File: src/sbp_defs.svh
// Purpose: Constants for the serial peripheral bridge port
// Assumes: 20 MHz system clock
// Notes:   Mode codes and widths used by the port logic
// What this block does
// - Four modes from polarity and phase
// - Idle clock level equals polarity
// - Mode 0: sample rising, shift falling
// - Mode 1: sample falling, shift rising
// - Mode 2: sample falling, shift rising
// - Mode 3: sample rising, shift falling
// - Slave moves plain bytes, no handshake
// - Select release abandons slave transfer
// - Slave select active low, clock and data
// - No slave data before enumeration completes
// - Fault output high until enumeration done
// - Master supports full duplex only
// - Master clock programmable rate and mode
// - Master drives one active-low select
// - At most one interface active, chosen by pins
// - Master shifts and captures only in the shift stage
// - Pure data pipe, no command decode
`ifndef SBP_DEFS_SVH
`define SBP_DEFS_SVH
`define SBP_BYTE_W      8
`define SBP_CNT_W       3
`define SBP_DIV_W       8
`define SBP_SEL_SLAVE   2'h1
`define SBP_SEL_MASTER  2'h2
`define SBP_LAST_BIT    3'h7
`endif

File: src/sbp_pkg.sv
// Purpose: Types for the serial peripheral bridge port
// Assumes: Included constants header
// Notes:   None
package sbp_pkg;
  typedef enum logic [1:0] {SBP_IDLE, SBP_LEAD, SBP_SHIFT, SBP_DONE} sbp_mst_e;
  typedef struct packed {
    logic cpol;
    logic cpha;
  } sbp_mode_s;
endpackage

File: src/sbp_port.sv
// Purpose: Serial peripheral slave and master port with byte pipes
// Assumes: Link pins asynchronous, sampled by two flip-flops
// Notes:   Slave clock must be well below a quarter of the system clock
`timescale 1ns/1ps
`default_nettype none
`include "sbp_defs.svh"
module sbp_port
  import sbp_pkg::*;
#(
  parameter int DIV_W = `SBP_DIV_W
)(
  input  wire logic              sys_clk_in,            // System clock
  input  wire logic              srst_in,               // Sync reset
  input  wire logic [1:0]        interface_select_pins_in, // Mode pins
  input  wire sbp_mode_s         mode_in,               // Polarity/phase
  input  wire logic [DIV_W-1:0]  clk_div_in,            // Half period
  input  wire logic              enum_done_in,          // USB enumerated
  input  wire logic              slave_pin_clock_in,    // Slave clock
  input  wire logic              slave_pin_select_n_in, // Slave select
  input  wire logic              slave_pin_data_in,     // Slave MOSI
  output logic                   slave_pin_data_out,    // Slave MISO
  output logic                   mst_clk_out,           // Master clock
  output logic                   mst_sel_n_out,         // Master select
  output logic                   mst_mosi_out,          // Master MOSI
  input  wire logic              mst_miso_in,           // Master MISO
  output logic                   link_fault_out,        // High until enum
  input  wire logic              tx_valid_in,           // Byte to send
  input  wire logic [7:0]        tx_data_in,            // Byte value
  input  wire logic              tx_last_in,            // End master frame
  output logic                   tx_ready_out,          // Byte taken
  output logic                   rx_valid_out,          // Byte received
  output logic [7:0]             rx_data_out            // Received value
);
  logic slave_en;
  logic master_en;
  assign slave_en  = (interface_select_pins_in == `SBP_SEL_SLAVE);
  assign master_en = (interface_select_pins_in == `SBP_SEL_MASTER) &&
                     !slave_en;

  // Link fault indicator
  logic fault_reg;
  logic fault_next;
  always_comb fault_next = !enum_done_in;
  always_ff @(posedge sys_clk_in)
    if (srst_in) fault_reg <= 1'b1;
    else fault_reg <= fault_next;
  assign link_fault_out = fault_reg;

  // Pin synchronisers
  logic [2:0] s1_reg;
  logic [2:0] s2_reg;
  logic [2:0] s3_reg;
  logic [2:0] s_pins;
  logic       m1_reg;
  logic       m2_reg;
  assign s_pins = {slave_pin_clock_in, slave_pin_select_n_in,
                   slave_pin_data_in};
  always_ff @(posedge sys_clk_in)
    if (srst_in)
    begin
      s1_reg <= 3'h3 << 1;
      s2_reg <= 3'h3 << 1;
      s3_reg <= 3'h3 << 1;
      m1_reg <= 1'b0;
      m2_reg <= 1'b0;
    end
    else
    begin
      s1_reg <= s_pins;
      s2_reg <= s1_reg;
      s3_reg <= s2_reg;
      m1_reg <= mst_miso_in;
      m2_reg <= m1_reg;
    end
  logic sclk;
  logic sclk_d;
  logic ssel_n;
  logic smosi;
  assign sclk   = s2_reg[2];
  assign sclk_d = s3_reg[2];
  assign ssel_n = s2_reg[1];
  assign smosi  = s2_reg[0];
  logic s_rise;
  logic s_fall;
  logic s_samp;
  logic s_shft;
  logic s_act;
  assign s_rise = sclk && !sclk_d;
  assign s_fall = !sclk && sclk_d;
  // Sample edge is rising when polarity equals phase
  logic same_pol;
  assign same_pol = (mode_in.cpol == mode_in.cpha);
  assign s_samp = same_pol ? s_rise : s_fall;
  assign s_shft = same_pol ? s_fall : s_rise;
  assign s_act  = slave_en && !ssel_n && !fault_reg;

  // Slave shifter
  logic [7:0] sr_reg;
  logic [7:0] sr_next;
  logic [7:0] st_reg;
  logic [7:0] st_next;
  logic [2:0] sc_reg;
  logic [2:0] sc_next;
  logic       sdone;
  logic       sload;
  logic       sload_reg;
  logic       sload_next;
  always_comb
  begin
    sr_next    = sr_reg;
    st_next    = st_reg;
    sc_next    = sc_reg;
    sdone      = 1'b0;
    sload      = 1'b0;
    sload_next = sload_reg;
    if (!s_act)
    begin
      sc_next    = 3'h0;
      sload_next = 1'b1;
    end
    else
    begin
      if (sload_reg)
      begin
        sload      = 1'b1;
        sload_next = 1'b0;
        st_next    = tx_valid_in ? tx_data_in : 8'h00;
      end
      if (s_samp)
      begin
        sr_next = {sr_reg[6:0], smosi};
        sc_next = sc_reg + 3'h1;
        if (sc_reg == `SBP_LAST_BIT)
        begin
          sdone      = 1'b1;
          sload_next = 1'b1;
        end
      end
      // Bit 7 stands from the load; the edge at a byte boundary holds it
      if (s_shft && !sload_reg && sc_reg != 3'h0)
        st_next = {st_next[6:0], 1'b0};
    end
  end
  always_ff @(posedge sys_clk_in)
    if (srst_in)
    begin
      sr_reg    <= 8'h00;
      st_reg    <= 8'h00;
      sc_reg    <= 3'h0;
      sload_reg <= 1'b1;
    end
    else
    begin
      sr_reg    <= sr_next;
      st_reg    <= st_next;
      sc_reg    <= sc_next;
      sload_reg <= sload_next;
    end
  assign slave_pin_data_out = st_reg[7];

  // Master engine
  sbp_mst_e         ms_reg;
  sbp_mst_e         ms_next;
  logic [DIV_W-1:0] dv_reg;
  logic [DIV_W-1:0] dv_next;
  logic [2:0]       mc_reg;
  logic [2:0]       mc_next;
  logic [7:0]       mt_reg;
  logic [7:0]       mt_next;
  logic [7:0]       mr_reg;
  logic [7:0]       mr_next;
  logic             mk_reg;
  logic             mk_next;
  logic             half_reg;
  logic             half_next;
  logic             last_reg;
  logic             last_next;
  logic             mdone;
  logic             mtake;
  logic             tick;
  assign tick = (dv_reg == '0);
  always_comb
  begin
    ms_next   = ms_reg;
    dv_next   = tick ? clk_div_in : dv_reg - 1'b1;
    mc_next   = mc_reg;
    mt_next   = mt_reg;
    mr_next   = mr_reg;
    mk_next   = mk_reg;
    half_next = half_reg;
    last_next = last_reg;
    mdone     = 1'b0;
    mtake     = 1'b0;
    case (ms_reg)
      SBP_IDLE:
      begin
        mk_next   = mode_in.cpol;
        half_next = 1'b0;
        if (master_en && tx_valid_in)
        begin
          mtake     = 1'b1;
          mt_next   = tx_data_in;
          last_next = tx_last_in;
          mc_next   = 3'h0;
          dv_next   = clk_div_in;
          ms_next   = SBP_LEAD;
        end
      end
      SBP_LEAD:
        if (tick)
          ms_next = SBP_SHIFT;
      SBP_SHIFT:
        if (tick)
        begin
          mk_next   = !mk_reg;
          half_next = !half_reg;
          // First half edge samples in phase 0, shifts in phase 1
          if (half_reg == mode_in.cpha)
          begin
            mr_next = {mr_reg[6:0], m2_reg};
            if (!mode_in.cpha)
              mc_next = mc_reg + 3'h1;
          end
          else if (mode_in.cpha)
          begin
            if (mc_reg != 3'h0 || half_reg)
              mt_next = {mt_reg[6:0], 1'b0};
          end
          else
            mt_next = {mt_reg[6:0], 1'b0};
          if (mode_in.cpha && !half_reg && half_reg != mode_in.cpha)
            mc_next = mc_reg + 3'h1;
          if (half_reg && mc_reg == 3'h0 && mk_next == mode_in.cpol &&
              (mode_in.cpha || mc_next == 3'h0))
            ms_next = SBP_DONE;
        end
      SBP_DONE:
      begin
        mdone = 1'b1;
        mk_next = mode_in.cpol;
        if (!last_reg && tx_valid_in && master_en)
        begin
          mtake     = 1'b1;
          mt_next   = tx_data_in;
          last_next = tx_last_in;
          dv_next   = clk_div_in;
          ms_next   = SBP_LEAD;
        end
        else if (last_reg || !master_en)
          ms_next = SBP_IDLE;
      end
      default: ms_next = SBP_IDLE;
    endcase
  end
  always_ff @(posedge sys_clk_in)
    if (srst_in)
    begin
      ms_reg   <= SBP_IDLE;
      dv_reg   <= '0;
      mc_reg   <= 3'h0;
      mt_reg   <= 8'h00;
      mr_reg   <= 8'h00;
      mk_reg   <= 1'b0;
      half_reg <= 1'b0;
      last_reg <= 1'b0;
    end
    else
    begin
      ms_reg   <= ms_next;
      dv_reg   <= dv_next;
      mc_reg   <= mc_next;
      mt_reg   <= mt_next;
      mr_reg   <= mr_next;
      mk_reg   <= mk_next;
      half_reg <= half_next;
      last_reg <= last_next;
    end
  assign mst_clk_out   = mk_reg;
  assign mst_sel_n_out = (ms_reg == SBP_IDLE);
  assign mst_mosi_out  = mt_reg[7];
  assign tx_ready_out  = mtake || sload;

  // Receive output pipe
  logic       rv_reg;
  logic       rv_next;
  logic [7:0] rd_reg;
  logic [7:0] rd_next;
  always_comb
  begin
    rv_next = sdone || mdone;
    rd_next = sdone ? sr_next : (mdone ? mr_reg : rd_reg);
  end
  always_ff @(posedge sys_clk_in)
    if (srst_in)
    begin
      rv_reg <= 1'b0;
      rd_reg <= 8'h00;
    end
    else
    begin
      rv_reg <= rv_next;
      rd_reg <= rd_next;
    end
  assign rx_valid_out = rv_reg;
  assign rx_data_out  = rd_reg;

  property p_fault_reset;
    @(posedge sys_clk_in) disable iff (srst_in)
      enum_done_in |=> !link_fault_out;
  endproperty
  a_fault_reset: assert property (p_fault_reset)
    else $error("fault output not cleared");
  property p_idle_clock;
    @(posedge sys_clk_in) disable iff (srst_in)
      (ms_reg == SBP_IDLE) ##1 (ms_reg == SBP_IDLE) |->
        mst_clk_out == $past(mode_in.cpol);
  endproperty
  a_idle_clock: assert property (p_idle_clock)
    else $error("idle master clock wrong level");
  property p_abort;
    @(posedge sys_clk_in) disable iff (srst_in)
      ssel_n |=> sc_reg == 3'h0;
  endproperty
  a_abort: assert property (p_abort)
    else $error("slave count kept after select release");
  property p_rx_pulse;
    @(posedge sys_clk_in) disable iff (srst_in)
      sdone |=> rx_valid_out && rx_data_out == $past(sr_next);
  endproperty
  a_rx_pulse: assert property (p_rx_pulse)
    else $error("slave byte not delivered");
  property p_no_slave_early;
    @(posedge sys_clk_in) disable iff (srst_in)
      fault_reg |-> !sdone;
  endproperty
  a_no_slave_early: assert property (p_no_slave_early)
    else $error("slave byte before enumeration");
  property p_one_iface;
    @(posedge sys_clk_in) disable iff (srst_in)
      !(slave_en && master_en);
  endproperty
  a_one_iface: assert property (p_one_iface)
    else $error("two interfaces active");
  property p_sel_frame;
    @(posedge sys_clk_in) disable iff (srst_in)
      mtake && ms_reg == SBP_IDLE |=> !mst_sel_n_out;
  endproperty
  a_sel_frame: assert property (p_sel_frame)
    else $error("select not asserted at start");
  property p_clock_toggle;
    @(posedge sys_clk_in) disable iff (srst_in)
      ms_reg == SBP_SHIFT && tick |=> mst_clk_out != $past(mst_clk_out);
  endproperty
  a_clock_toggle: assert property (p_clock_toggle)
    else $error("master clock did not toggle");
endmodule
`default_nettype wire

File: config.mk
export PLATFORM = sky130hd
export DESIGN_NAME = sbp_port
export DESIGN_NICKNAME = d
export VERILOG_FILES = /design/src/sbp_pkg.sv /design/src/sbp_port.sv
export VERILOG_INCLUDE_DIRS = /design/src
export SDC_FILE = /design/constraint.sdc
export NUM_CORES = 1
export LEC_CHECK = 0
export BUFFER_PORTS_ARGS = -buffer_cell sky130_fd_sc_hd__buf_4
export CELL_PAD_IN_SITES_DETAIL_PLACEMENT = 1
export CELL_PAD_IN_SITES_GLOBAL_PLACEMENT = 2
export CORE_MARGIN = 10
export CORE_UTILIZATION = 35
export CTS_CLUSTER_DIAMETER = 40
export CTS_CLUSTER_SIZE = 10
export DETAILED_ROUTE_END_ITERATION = 8
export PLACE_DENSITY_LB_ADDON = 0.1
export SETUP_SLACK_MARGIN = 0.2
export SLEW_MARGIN = 0
export SYNTH_ARGS = -nofsm -noshare
export SYNTH_HDL_FRONTEND = slang
export SYNTH_SLANG_ARGS = --single-unit
File: constraint.sdc
create_clock -name sys_clk_in -period 2.65 [get_ports sys_clk_in]
set_input_delay 0.265 -clock sys_clk_in [delete_from_list [all_inputs] [get_ports sys_clk_in]]
set_output_delay 0.265 -clock sys_clk_in [all_outputs]
set_load 0.01 [all_outputs]
### Word-level counts from Yosys, hierarchy flattened

Cells that the tools add are included.

| cells by class | value |
|---|---|
| multiplexer cells | 51 |
| reductions and logical operators | 53 |
| equal/unequal tests | 18 |
| bitwise logic cells | 1 |
| add/sub/neg operators | 3 |

Operators with widths:

| operator | number |
|---|---|
| two-way mux 8 bit | 16 |
| one-hot mux 8 bit (3 select lines) | 1 |
| two-way mux 3 bit | 7 |
| one-hot mux 8 bit (2 select lines) | 1 |
| logical AND 1 bit | 15 |
| two-way mux 1 bit | 14 |
| two-way mux 2 bit | 6 |
| zero test 1 bit | 11 |
| != test 2 bit (second input constant) | 5 |
| nonzero test 2 bit | 5 |
| AND reduction 3 bit | 3 |
| nonzero test 3 bit | 3 |
| zero test 8 bit | 1 |
| one-hot mux 1 bit (2 select lines) | 4 |
| one-hot mux 2 bit (4 select lines) | 1 |
| subtractor 8 x 1 -> 8 bit (second input constant) | 1 |
| adder 3 x 1 -> 3 bit (second input constant) | 2 |
| == test 2 bit (second input constant) | 3 |
| zero test 3 bit | 2 |
| != test 3 bit (second input constant) | 2 |
| one-hot mux 3 bit (2 select lines) | 1 |
| AND reduction 2 bit | 3 |
| AND reduction 6 bit | 1 |
| logical OR 1 bit | 5 |
| other kinds (9) | 13 |

| storage, ports and cells | value |
|---|---|
| output and inout bits | 15 |
| bits of input ports | 29 |
| flip-flop bits (word level) | 73 |
| word-level logic and storage cells | 147 |

### Depth between registers and ports, before layout

| depth | value |
|---|---|
| depth after elaboration | 12 |
| mapped depth | 8 |

### Worst setup path after synthesis

OpenSTA, ideal clock, no wires.

| timing | value |
|---|---|
| path kind | reg-to-reg |
| start point | register dv_reg[0] |
| end point | register ms_reg[0] |
| cell stages (with the launch flop) | 8 |
| setup time | 0.121 ns |
| data arrival time | 2.046 ns |
| slack | 0.483 ns |
| required time | 2.529 ns |
| cells stage by stage | dfxtp_1 > inv_1 > ha_1 > or3b_2 > o41ai_1 > nand3_1 > a31oi_1 > mux2_2 |

| on the way | value |
|---|---|
| cells in the longest elaborated chain, start to end | 3 |
| elaborated cells between the ends (all ways) | 4 |
| classes of those cells | eq/ne (2); reduce/logical (2) |

Ends and longest elaborated chain:

| what | line | RTL |
|---|---|---|
| from (decl) | sbp_port.sv:164 | `logic [DIV_W-1:0] dv_reg;` |
| from (signal assigned) | sbp_port.sv:270 | `dv_reg <= dv_next;` |
| zero test 8 bit (*) | sbp_port.sv:181 | `assign tick = (dv_reg == '0);` |
| != test 2 bit (no source line) | - |  |
| AND reduction 5 bit (no source line) (*) | - |  |
| to (signal assigned) | sbp_port.sv:269 | `ms_reg <= ms_next;` |
| to (decl) | sbp_port.sv:162 | `sbp_mst_e ms_reg;` |

Every way passes the cells marked *; elsewhere a longest branch is shown, timed or not.
A chain may end at the register's enable or synchronous reset.

### Worst setup path after layout

| timing | value |
|---|---|
| start point | register ms_reg[0] |
| end point | output port tx_ready_out |

| on the way | value |
|---|---|
| cells in the longest elaborated chain, start to end | 3 |
| elaborated cells between the ends (all ways) | 4 |
| classes of those cells | eq/ne (1); mux (1); reduce/logical (2) |

Ends and longest elaborated chain:

| what | line | RTL |
|---|---|---|
| == test 2 bit or zero test 2 bit (tied branches) | sbp_port.sv:194 | `case (ms_reg)` |
| one-hot mux 1 bit (2 select lines) (*) | sbp_port.sv:194 |  |
| logical OR 1 bit (*) | sbp_port.sv:281 | `assign tx_ready_out = mtake \|\| sload;` |
| to (decl) | sbp_port.sv:30 | `output logic tx_ready_out,` |

Marks and branches as above.

==> results.sh <==
export IMPL_status="complete, no violations"
export IMPL_clockBufferDepth=2
export IMPL_syn_to_final_growth_pct=20.20
export IMPL_synth_edf_count=0
export IMPL_track_usage_pct=13.27
export IMPL_ant_nets=0
export IMPL_synth_area_top_cells="dfxtp_1 40%, mux2i_1 9.5%, nor2_1 5.2%, ha_1 4.3%, a21oi_1 3.9%"
export IMPL_p_leak_nw=1.761
export IMPL_skew_ps=8.113
export IMPL_place_area_um2=3950
export IMPL_min_period_ps=2221
export IMPL_grt_pass1_wl_um=15640
export IMPL_yosysMostFrequentCell="dfxtp_1"
export IMPL_cp_start_kind="flop"
export IMPL_wire_per_inst_um=15.84
export IMPL_cts_resized_gates=0
export IMPL_numClockSinks=70
export IMPL_root_buffer="clkbuf_8"
export IMPL_final_cell_area_um2=4192
export IMPL_r2r_start="half_reg"
export IMPL_synth_top_cell_by_area="dfxtp_1"
export IMPL_clock_latency_ps=350
export IMPL_drtIter0Drc=81
export IMPL_required_ps=2380
export IMPL_grt_max_degree=38
export IMPL_yosysTopAreaCellShare_pct=40.19
export IMPL_synth_warnings=0
export IMPL_antennaDiodeCount=0
export IMPL_fmax_mhz=450.2
export IMPL_power_mw=3.446
export IMPL_slew_violations=0
export IMPL_post_route_util_pct=43.08
export IMPL_synthArstFlopShare_pct=0
export IMPL_setup_viol=0
export IMPL_num_rows=36
export IMPL_ff2ff_path_depth=7
export IMPL_finalHoldWorstSlack_ps=69.91
export IMPL_worstMarginPinSlew_ps=640.9
export IMPL_drv_cap=0
export IMPL_crit_type="flop to output port"
export IMPL_clkTransAtPathRegs_ps=80
export IMPL_dieArea_um2=14360
export IMPL_final_instance_count_excl_fill=584
export IMPL_globalplace_congestion=0.8007
export IMPL_tns_ps=0
export IMPL_ys_seq_area_share_pct=40.19
export IMPL_reg2reg_slack_ps=440
export IMPL_start_util_pct=35.84
export IMPL_via_per_inst=5.010
export IMPL_first_pass_iters=4
export IMPL_layout_drive_gt1_share_pct=20.62
export IMPL_dieWidth_um=119.8
export IMPL_synth_nets=441
export IMPL_critPathLaunch="ms_reg[0]"
export IMPL_post_cts_buffers=0
export IMPL_antenna_found_initial=0
export IMPL_critical_path_endpoint="tx_ready_out"
export IMPL_cp_arrival_ps=1960
export IMPL_grt_pass1_vias=3072
export IMPL_nNetsFinal=487
export IMPL_cp_end_kind="output port"
export IMPL_timing_rr_end="ms_reg[0]"
export IMPL_ctsHtreeMaxLevel=3
export IMPL_max_vdd_ir_drop_mv=0.3394
export IMPL_rsz0062_at_grt="false"
export IMPL_num_vias=2926
export IMPL_worst_hold_path_type="input port to flop"
export IMPL_cts_tree="yes"
export IMPL_grt_ovfl_total=0
export IMPL_slew_headroom_pct=57.16
export IMPL_dp_cells=568
export IMPL_syn_area_um2=3487
export IMPL_die_h_um=119.8
export IMPL_wl_um=9249
export IMPL_synth_common_cells="70 x dfxtp_1, 48 x nor2_1, 33 x mux2i_1"
export IMPL_core_area_um2=9729
export IMPL_synthFlopType="dfxtp_1"
export IMPL_syn_inst=400
export IMPL_path_max_fanout=9
export IMPL_cts_made_buffers=9
export IMPL_finalHoldViolCount=0
export IMPL_setup_ws_ps=428.6
export IMPL_power_density_nw_per_um2=822.2
export IMPL_period_share_pct=83.83
export IMPL_place_ws_ps=257.2
export IMPL_dp_hpwl_um=6797
export IMPL_avgSynthCellArea_um2=8.718
export IMPL_cts_hold_buf=0
export IMPL_io_buffers=43
export IMPL_ys_types=51
export IMPL_ios=44
export IMPL_detail_route_drc_violations=0
export IMPL_ys_ff_latch=70
## cells in the final DEF (no fill, tap or decap), types with 3 or more instances in the layout
cell | Yosys | layout
dfxtp_1 | 70 | 70
buf_4 | 1 | 54
nor2_1 | 48 | 48
mux2i_1 | 33 | 33
nand2_1 | 30 | 30
a21oi_1 | 27 | 27
inv_1 | 22 | 22
o21ai_0 | 19 | 19
nand2b_1 | 14 | 14
nand3_1 | 14 | 14
ha_1 | 12 | 12
a211oi_1 | 11 | 11
clkbuf_8 | 1 | 10
mux2_2 | 8 | 8
nor2b_1 | 7 | 7
o22ai_1 | 6 | 6
or2_2 | 6 | 6
nor3_1 | 6 | 6
nand3b_1 | 4 | 4
a21o_1 | 4 | 4
xnor2_1 | 4 | 4
a22oi_1 | 4 | 4
xor2_1 | 3 | 3
## worst max-delay path, cell delays in order (launching register included)
cell      delay (ps)
dfxtp_1          360
inv_1            110
ha_1             370
inv_1            150
a211oi_1         220
buf_4            180
a21o_1            90
buf_4            110
## layout make-up
type,instances,area [um2]
clock buffer,11,141.4
tap,133,166.4
timing repair buffer,54,405.4
inverter,22,82.58
fill,1188,5538
multi-input combinational,289,1913
clock inverter,5,81.33
sequential,70,1401
## layer usage
| layer | share of wire [%] | up-vias | global-route usage (%) |
|---|---|---|---|
| met2 | 45 | 35 | 20.19 |
| met5 | 0 | - | 0 |
| met1 | 50 | 1394 | 17.85 |
| met3 | 3.1 | 12 | 2.672 |
| li1 | - | 1485 | - |
| met4 | 1.5 | 0 | 5.656 |
## kinds of logic (layout without fill, tap and decap cells)
kind of cell / count (synthesis) / count (layout) / synth area share, %
compound gates: 84 / 84 / 15.18
flops: 70 / 70 / 40.19
simple gates: 145 / 145 / 20.85
fa+ha+maj: 12 / 12 / 4.306
buf+inv: 41 / 92 / 5.669
xor+xnor: 7 / 7 / 1.758
mux: 41 / 41 / 12.06
## worst min-delay path by stage
stage | slack [ps] | end | depth (start not counted) | startpoint
after floorplan | 340 | link_fault_out | 1 | enum_done_in
after global placement | 400 | s2_reg[1] | 1 | s1_reg[1]
after detailed placement | 400 | s2_reg[1] | 1 | s1_reg[1]
after CTS | 60 | link_fault_out | 2 | enum_done_in
after global routing | 80 | link_fault_out | 2 | enum_done_in
final | 70 | link_fault_out | 2 | enum_done_in
## where the power goes
group / switching (mW) / internal, mW / leakage, nW / total, mW
clock network: 0.439 / 0.558 / 0.110 / 0.997
logic: 0.633 / 0.554 / 1.08 / 1.19
registers: 0.0984 / 1.16 / 0.569 / 1.26
total: 1.17 / 2.28 / 1.76 / 3.45
Power figures use the tool's default switching activity.
